==> src/wrsl_pkg.sv <==
// Constants, types and layouts for the working register / stack limit unit.
// Assumes a single core clock; shared by the register file, the stack model and the bench.
package wrsl_pkg;
    localparam logic [15:0] WRSL_STKPTR_RESET = 16'h0800;
    localparam logic [15:0] WRSL_STK_FLOOR = 16'h0800;
    localparam logic [15:0] WRSL_STK_STEP = 16'h0002;
    localparam logic [3:0] WRSL_STKPTR_IDX = 4'hf;
    localparam logic [3:0] WRSL_FP_IDX = 4'he;
    localparam logic [3:0] WRSL_IMPL_IDX = 4'h0;
    localparam int WRSL_SHADOW_TOP = 14;
    localparam logic [5:0] WRSL_IDX_LIMIT = 6'h10;
    localparam logic [7:0] WRSL_OFS_WREG0 = 8'h00;
    localparam logic [7:0] WRSL_OFS_LIMIT = 8'h40;

    typedef struct packed {
        logic half_carry;
        logic negative;
        logic overflow;
        logic sticky_zero;
        logic carry;
    } wrsl_flags_t;

    typedef struct packed {
        logic active;
        logic [23:0] start_addr;
        logic [23:0] end_addr;
        logic [15:0] iter_count;
    } wrsl_loop_t;

    typedef struct packed {
        logic [7:0] table_page;
        logic [7:0] visibility_page;
        wrsl_flags_t flags;
    } wrsl_ctx_t;

    typedef enum logic {
        WRSL_IDLE,
        WRSL_PC_HI
    } wrsl_state_t;
endpackage

==> src/wrsl_regfile.sv <==
// Working register file with shadow bank, stack pointer and limit checking.
// Assumes the core issues stack, shadow and loop events one at a time and
// holds off push/pop while busy is high; APB master follows usual protocol.
module wrsl_regfile
    import wrsl_pkg::*;
#(
    parameter int APB_AW = 8
)
(
    input wire logic mclk,
    input wire logic rst,
    input wire logic ce,
    input wire logic psel,
    input wire logic penable,
    input wire logic pwrite,
    input wire logic [APB_AW-1:0] paddr,
    input wire logic [31:0] pwdata,
    input wire logic [3:0] pstrb,
    output logic [31:0] prdata,
    output logic pready,
    output logic pslverr,
    input wire logic [3:0] rd_addr_a,
    input wire logic [3:0] rd_addr_b,
    output logic [15:0] rd_data_a,
    output logic [15:0] rd_data_b,
    input wire logic wr_en,
    input wire logic wr_byte,
    input wire logic [3:0] wr_addr,
    input wire logic [15:0] wr_data,
    input wire logic push_en,
    input wire logic [15:0] push_data,
    input wire logic pop_en,
    input wire logic pc_push_call,
    input wire logic pc_push_exc,
    input wire logic [23:0] pc_value,
    input wire logic [7:0] status_low_byte,
    input wire logic ext_ea_valid,
    input wire logic [15:0] ext_ea,
    input wire logic shadow_push,
    input wire logic shadow_pop,
    input wire wrsl_ctx_t ctx_in,
    output wrsl_ctx_t ctx_out,
    output logic ctx_restore,
    input wire logic loop_start,
    input wire logic loop_end,
    input wire wrsl_loop_t loop_in,
    output wrsl_loop_t loop_out,
    output logic loop_restore,
    output logic stk_req,
    output logic stk_we,
    output logic [15:0] stk_addr,
    output logic [15:0] stk_wdata,
    output logic stk_busy,
    output logic ovf_trap,
    output logic unf_trap,
    output logic [15:0] stack_top_pointer,
    output logic [15:0] frame_pointer_reg,
    output logic [15:0] implied_working_reg
);
    if (APB_AW < 8)
    begin : g_bad_aw
        $error("APB_AW too small for the register map");
    end

    function automatic logic [15:0] merge_bytes(input logic [15:0] old_v,
        input logic [15:0] new_v, input logic [1:0] lanes);
        merge_bytes = {lanes[1] ? new_v[15:8] : old_v[15:8],
                       lanes[0] ? new_v[7:0] : old_v[7:0]};
    endfunction

    function automatic logic is_overflow(input logic [15:0] ea,
        input logic [15:0] limit, input logic armed);
        is_overflow = armed && (ea > limit);
    endfunction

    logic [15:0] w_reg [16];
    logic [15:0] w_next [16];
    logic [15:0] sh_w_reg [WRSL_SHADOW_TOP+1];
    wrsl_ctx_t sh_ctx_reg;
    wrsl_loop_t sh_loop_reg;
    logic [15:0] stack_limit_reg;
    logic lim_armed_reg;
    wrsl_state_t state_reg;
    logic [15:0] pc_hi_reg;
    logic pready_reg, pslverr_reg;
    logic [31:0] prdata_reg;
    logic [15:0] rd_a_reg, rd_b_reg;
    logic stk_req_reg, stk_we_reg, stk_busy_reg;
    logic [15:0] stk_addr_reg, stk_wdata_reg;
    logic ovf_reg, unf_reg;
    wrsl_ctx_t ctx_out_reg;
    logic ctx_restore_reg;
    wrsl_loop_t loop_out_reg;
    logic loop_restore_reg;

    // APB decode
    wire logic [5:0] apb_idx = paddr[7:2];
    wire logic apb_w_hit = (paddr[1:0] == 2'b00) && (apb_idx < 6'h10);
    wire logic apb_lim_hit = (paddr[1:0] == 2'b00) &&
        (apb_idx == WRSL_IDX_LIMIT);
    wire logic apb_hit = apb_w_hit || apb_lim_hit;
    wire logic apb_setup = psel && !penable;
    wire logic apb_done = psel && penable && pready_reg;
    wire logic apb_wr = apb_done && pwrite && apb_hit;
    wire logic [3:0] apb_widx = apb_idx[3:0];
    wire logic [15:0] apb_rd_word = apb_w_hit ? w_reg[apb_widx] :
        (apb_lim_hit ? stack_limit_reg : 16'h0000);

    // Stack address generation
    wire logic [15:0] top_ptr = w_reg[WRSL_STKPTR_IDX];
    wire logic idle = (state_reg == WRSL_IDLE);
    wire logic pc_go = idle && (pc_push_call || pc_push_exc);
    wire logic push_go = idle && !pc_go && push_en;
    wire logic pop_go = idle && !pc_go && !push_en && pop_en;
    wire logic hi_go = (state_reg == WRSL_PC_HI);
    wire logic up_go = pc_go || push_go || hi_go;
    wire logic stk_go = up_go || pop_go;
    wire logic [15:0] stk_ea = pop_go ? (top_ptr - WRSL_STK_STEP) : top_ptr;
    wire logic [15:0] top_step = up_go ? (top_ptr + WRSL_STK_STEP) :
        (top_ptr - WRSL_STK_STEP);
    // PC low word with bit 0 clear
    wire logic [15:0] pc_lo_word = {pc_value[15:1], 1'b0};
    wire logic [15:0] pc_call_hi = {8'h00, 1'b0, pc_value[22:16]};
    // exception pairs status low byte with PC bits 22:16, bit 23 dropped
    // status low byte taken as the low status byte
    wire logic [15:0] pc_exc_hi = {status_low_byte, 1'b0, pc_value[22:16]};
    wire logic [15:0] stk_wd_sel = pc_go ? pc_lo_word :
        (hi_go ? pc_hi_reg : push_data);
    // limit compare on every stack-pointer address
    wire logic ovf_next = (stk_go && is_overflow(stk_ea, stack_limit_reg,
        lim_armed_reg)) || (ext_ea_valid && is_overflow(ext_ea,
        stack_limit_reg, lim_armed_reg));
    // floor compare on every stack-pointer address
    wire logic unf_next = (stk_go && (stk_ea < WRSL_STK_FLOOR)) ||
        (ext_ea_valid && (ext_ea < WRSL_STK_FLOOR));
    wire logic [15:0] wr_hi_old = w_reg[wr_addr];

    always_comb
    begin
        for (int i = 0; i < 16; i++)
            w_next[i] = w_reg[i];
        // byte lanes reach each register half
        if (apb_wr && apb_w_hit)
            w_next[apb_widx] = merge_bytes(w_reg[apb_widx], pwdata[15:0],
                pstrb[1:0]);
        // byte operation keeps the high byte
        if (wr_en)
            w_next[wr_addr] = wr_byte ? {w_reg[wr_addr][15:8], wr_data[7:0]} :
                wr_data;
        // shadow pop restores registers 0 to 14
        if (shadow_pop)
            for (int i = 0; i <= WRSL_SHADOW_TOP; i++)
                w_next[i] = sh_w_reg[i];
        if (stk_go)
            w_next[WRSL_STKPTR_IDX] = top_step;
        // stack pointer bit 0 held clear
        w_next[WRSL_STKPTR_IDX][0] = 1'b0;
    end

    always_ff @(posedge mclk or posedge rst)
    begin
        if (rst)
        begin
            for (int i = 0; i < 16; i++)
                w_reg[i] <= (i == 15) ? WRSL_STKPTR_RESET : 16'h0000;
        end
        else if (ce)
        begin
            for (int i = 0; i < 16; i++)
                w_reg[i] <= w_next[i];
        end
    end

    // shadows load only on shadow push and loop start
    always_ff @(posedge mclk or posedge rst)
    begin
        if (rst)
        begin
            for (int i = 0; i <= WRSL_SHADOW_TOP; i++)
                sh_w_reg[i] <= 16'h0000;
            sh_ctx_reg <= '0;
            sh_loop_reg <= '0;
        end
        else if (ce)
        begin
            if (shadow_push)
            begin
                for (int i = 0; i <= WRSL_SHADOW_TOP; i++)
                    sh_w_reg[i] <= w_reg[i];
                sh_ctx_reg <= ctx_in;
            end
            if (loop_start)
                sh_loop_reg <= loop_in;
        end
    end

    // limit register carries no reset value
    always_ff @(posedge mclk)
    begin
        if (ce && apb_wr && apb_lim_hit)
            stack_limit_reg <= {pwdata[15:8], pwdata[7:1], 1'b0};
    end

    always_ff @(posedge mclk or posedge rst)
    begin
        if (rst)
        begin
            lim_armed_reg <= 1'b0;
            state_reg <= WRSL_IDLE;
            pc_hi_reg <= 16'h0000;
        end
        else if (ce)
        begin
            if (apb_wr && apb_lim_hit)
                lim_armed_reg <= 1'b1;
            case (state_reg)
                WRSL_IDLE:
                begin
                    if (pc_go)
                    begin
                        state_reg <= WRSL_PC_HI;
                        pc_hi_reg <= pc_push_exc ? pc_exc_hi : pc_call_hi;
                    end
                end
                WRSL_PC_HI:
                    state_reg <= WRSL_IDLE;
                default:
                    state_reg <= WRSL_IDLE;
            endcase
        end
    end

    // APB slave: no wait states, registered answer
    always_ff @(posedge mclk or posedge rst)
    begin
        if (rst)
        begin
            pready_reg <= 1'b0;
            pslverr_reg <= 1'b0;
            prdata_reg <= 32'h00000000;
        end
        else if (ce)
        begin
            pready_reg <= apb_setup;
            pslverr_reg <= apb_setup && !apb_hit;
            if (apb_setup)
                prdata_reg <= {16'h0000, apb_rd_word};
        end
    end

    // trap pulses share the cycle of the stack address
    always_ff @(posedge mclk or posedge rst)
    begin
        if (rst)
        begin
            stk_req_reg <= 1'b0;
            stk_we_reg <= 1'b0;
            stk_addr_reg <= 16'h0000;
            stk_wdata_reg <= 16'h0000;
            stk_busy_reg <= 1'b0;
            ovf_reg <= 1'b0;
            unf_reg <= 1'b0;
            rd_a_reg <= 16'h0000;
            rd_b_reg <= 16'h0000;
        end
        else if (ce)
        begin
            stk_req_reg <= stk_go;
            stk_we_reg <= up_go;
            stk_addr_reg <= stk_ea;
            stk_wdata_reg <= stk_wd_sel;
            stk_busy_reg <= pc_go;
            ovf_reg <= ovf_next;
            unf_reg <= unf_next;
            rd_a_reg <= w_reg[rd_addr_a];
            rd_b_reg <= w_reg[rd_addr_b];
        end
    end

    always_ff @(posedge mclk or posedge rst)
    begin
        if (rst)
        begin
            ctx_out_reg <= '0;
            ctx_restore_reg <= 1'b0;
            loop_out_reg <= '0;
            loop_restore_reg <= 1'b0;
        end
        else if (ce)
        begin
            ctx_restore_reg <= shadow_pop;
            if (shadow_pop)
                ctx_out_reg <= sh_ctx_reg;
            loop_restore_reg <= loop_end;
            if (loop_end)
                loop_out_reg <= sh_loop_reg;
        end
    end

    assign prdata = prdata_reg;
    assign pready = pready_reg;
    assign pslverr = pslverr_reg;
    assign rd_data_a = rd_a_reg;
    assign rd_data_b = rd_b_reg;
    assign ctx_out = ctx_out_reg;
    assign ctx_restore = ctx_restore_reg;
    assign loop_out = loop_out_reg;
    assign loop_restore = loop_restore_reg;
    assign stk_req = stk_req_reg;
    assign stk_we = stk_we_reg;
    assign stk_addr = stk_addr_reg;
    assign stk_wdata = stk_wdata_reg;
    assign stk_busy = stk_busy_reg;
    assign ovf_trap = ovf_reg;
    assign unf_trap = unf_reg;
    assign stack_top_pointer = w_reg[WRSL_STKPTR_IDX];
    // frame pointer view of register 14
    assign frame_pointer_reg = w_reg[WRSL_FP_IDX];
    // implied register view of register 0
    assign implied_working_reg = w_reg[WRSL_IMPL_IDX];
endmodule

==> config.mk <==
export PLATFORM = sky130hd
export DESIGN_NAME = wrsl_regfile
export DESIGN_NICKNAME = d
export VERILOG_FILES = /design/src/wrsl_pkg.sv /design/src/wrsl_regfile.sv
export SDC_FILE = /design/constraint.sdc
export NUM_CORES = 2
export LEC_CHECK = 0
export BUFFER_PORTS_ARGS = -buffer_cell sky130_fd_sc_hd__buf_4
export CORE_MARGIN = 8
export CORE_UTILIZATION = 54
export DETAILED_ROUTE_END_ITERATION = 16
export GPL_ROUTABILITY_DRIVEN = 1
export PLACE_DENSITY = 0.78
export SYNTH_ARGS = -nofsm -noshare
export SYNTH_HDL_FRONTEND = slang
export SYNTH_SLANG_ARGS = --single-unit
==> constraint.sdc <==
create_clock -name mclk -period 27.1 [get_ports mclk]
set_input_delay 4.065 -clock mclk [delete_from_list [all_inputs] [get_ports mclk]]
set_output_delay 4.065 -clock mclk [all_outputs]
set_load 0.01 [all_outputs]
==> summary.txt <==
Outcome
  – Status: complete, no violations

Power and ir drop
  – Net Sw Frac: 0.3068
  – Clock power frac: 0.344
  – Total Power: around 0.0035 W
  – NetSw: 0.001078 W
  – VDD IR max: between 0.06 and 0.07 mV
  – Internal power: 0.002436 W
  – P_leak: between 20 and 25 nW
  – Sequential power share: 0.439
  – Pwr dens: between 70 and 80 mW/mm2
  – Logic pwr share: 0.217

Timing
  – Slew at the pin with the worst max-slew slack: 1.362 ns
  – Achievable Freq: 116.6 MHz
  – Min Hold Slack: between 0.4 and 0.5 ns
  – Worst rel slew slack: 0.08859
  – RSZ-0062 raised after global routing: false
  – Pins over their slew limit: 0
  – Clock skew: 0.03898 ns
  – Tmin final: 8.573 ns
  – Fin worst setup slack: 18.53 ns
  – Tcrit/Tclk final: 0.3163
  – Final setup violation count: 0
  – Final Hold Fails: 0
  – Fin Setup TNS: 0 ns

Synth
  – Main synth FF type: dfrtp_1
  – Mapped Area: roughly 0.043 mm2
  – Syn avg cell area: about 11 um2
  – Simple-gate share of the synthesized area: 0.08995
  – Post-Synth XOR/XNOR Area: 0.003436
  – Seq/Total Area, Yosys: 0.4557
  – Post-synth ARST share: 0.9809
  – Post-synth EDFFs: 15
  – Yosys Warn Count: 0
  – Main combinational cell family by area after synthesis: multiplexers
  – Mux cell area share after synthesis: 0.2595
  – Synth top area cells: dfrtp_1 (44%), mux2_2 (12%), mux4_2 (11%), o21ai_0 (4.2%), nand2_1 (3.5%)
  – Mapped Cells: 3,788
  – Synth cell count leaders: dfrtp_1 (770), mux2_2 (458), nand2_1 (404), o21ai_0 (361), clkbuf_1 (241)
  – Cell accounting for the most synthesized area: dfrtp_1
  – Synthesized flop and latch total: 786
  – Post-synth top area share: 0.4447
  – Adder-cell share of the synthesized area: 0.009240
  – Most common cell in the netlist: dfrtp_1
  – Yosys cell types: 78
  – Synth Area in Compound Gates: 0.1384

Cells and area
  – Nets: 4,311
  – Multi-input logic area: about 0.022 mm2
  – Layout cells sized above 1: 0.3388
  – Max reg flops: 240
  – Storage element area: 0.01975 mm2
  – Post-route design area: 0.04990 mm2
  – Area delta synth->final: 15.15%
  – Fill count: 6,205

Min path
  – Worst min path class: flip-flop to flip-flop

Critical path
  – Crit end category: asynchronous set/reset pin
  – R2R setup slack: roughly 23 ns
  – Startpoint types: primary input
  – Crit-path max FO: slightly above 90
  – Critical Path RT: 27.71 ns
  – Critical Path AT: 9.18 ns
  – WS Path Type: primary input to asynchronous set/reset pin

Drt
  – DRC Markers: 0
  – Drt first pass iters: 7
  – Post-route ant nets: 0
  – DR vias: ~36,000
  – Total routed wirelength: around 150,000 um
  – Initial DRC Count: about 4,800
  – WL/cell: around 29 um
  – Vias per cell: about 7.0

Global routing
  – Vias in the first global route: around 37,000
  – Largest net degree at the start of global routing: 178
  – Initial antenna violation count: 3
  – Wire length of the first global-routing pass: 227,300 um
  – Grt total ovfl: 0
  – GRT Util Overall: 0.3267

Run
  – Maxcap violations: 0

Die
  – Die height: 299.3 um
  – Core Footprint: 0.08003 mm2
  – Starting Density: 0.5415
  – Ports: 478
  – Die area: roughly 0.09 mm2
  – Site Rows: 104
  – Chip width: ~300 um

Placement
  – GP Congestion: 0.9774
  – Post-place setup slack: 17.66 ns
  – Post-DP HPWL: 102,400 um
  – Placed Area: 0.04700 mm2
  – PortBufs: 439

Clocking
  – Post-CTS Setup Inserts: 0
  – Clock root cell: clkbuf_16
  – Worst skew pair latency: 0.65 ns
  – Post-CTS Hold Buffers: 0
  – Clock sink count: 786
  – PostCTS Resize Cnt: 0
  – Worst-case clock buffer depth: 3
  – Clock transition at the registers of the reported paths: 0.06 ns
  – CTS buffer count: 86
  – Max H-tree Level: 3
  – CTS tree: done
[final timing paths]
kind / startpoint / end / cells past startpoint
setup / recovery: rst / rd_data_b[4]$_DFFE_PP0P_ / 7
hold / removal: sh_ctx_reg[14]$_DFFE_PP0P_ / ctx_out[14]$_DFFE_PP0P_ / 2
setup reg to reg: stack_top_pointer[1]$_DFFE_PP0P_ / ovf_trap$_DFFE_PP0P_ / 14
hold reg to reg: sh_ctx_reg[14]$_DFFE_PP0P_ / ctx_out[14]$_DFFE_PP0P_ / 2
max in group mclk: paddr[3] / implied_working_reg[10]$_DFFE_PP0P_ / 8
min in group asynchronous: rst / sh_ctx_reg[9]$_DFFE_PP0P_ / 2
[metrics by stage]
stage,utilization,cells
floorplan,-,3805
global placement,0.5873,5011
detailed placement,0.5873,5011
CTS,0.6233,5168
global route,0.6234,5169
finish,0.6235,5172
[cell families (layout without fill, tap and decap cells)]
logic type,Yosys count,after routing
buf+inv,413,717
fa+ha+maj,32,32
other cells,1,21
xor+xnor,17,17
mux,759,759
compound gates,932,932
flops,786,786
simple gates,848,848
[cells in the final DEF (no fill, tap or decap), types with 17 or more instances in the layout]
master / n
nor4_1: 17
clkbuf_16: 88
o221ai_1: 70
nand3_1: 44
mux4_1: 19
a222oi_1: 19
mux2i_1: 61
ha_1: 32
a221oi_1: 21
and3_1: 65
o211ai_1: 41
nor2_1: 184
o31ai_1: 18
buf_4: 518
nor3_1: 19
nand2b_1: 27
dfrtp_1: 770
o22ai_1: 28
a21oi_1: 117
a22oi_1: 166
inv_1: 36
conb_1: 18
mux4_2: 221
clkbuf_1: 20
clkbuf_8: 18
mux2_2: 458
o21ai_0: 361
nand2_1: 401
[power groups by stage]
stage	clock network (W)	logic (W)	registers, W
after floorplan	0	0.000479	0.00150
after global placement	0	0.000730	0.00153
after detailed placement	0	0.000747	0.00155
after CTS	0.00122	0.000752	0.00153
after global routing	0.00126	0.000812	0.00156
final	0.00121	0.000761	0.00154
[worst max-delay path, stage by stage]
cell and delay (ns):
buf_4 0.13, inv_8 0.42, buf_4 0.79, buf_4 0.89, buf_4 0.80, buf_4 0.89
buf_4 0.88
[area by class of cell]
cell class              count  share of cell area
multi-input cells        2606              0.4374
flip-flops and latches    786              0.3957
inverters                  38            0.003059
repair buffers            522             0.07927
well taps                1060             0.02658
clock buffers             126             0.05060
clock inverters            31            0.007172
diodes                      3           0.0001505
[per-layer routing]
metal | vias to the layer above | global-route usage | share of wire
li1 | 14750 | - | -
met1 | 17890 | 0.4066 | 0.35
met2 | 3044 | 0.4895 | 0.44
met3 | 683 | 0.1181 | 0.15
met4 | 4 | 0.1934 | 0.067
met5 | - | 0 | 0.00018
Note: power is estimated with default switching activity, not from simulation.
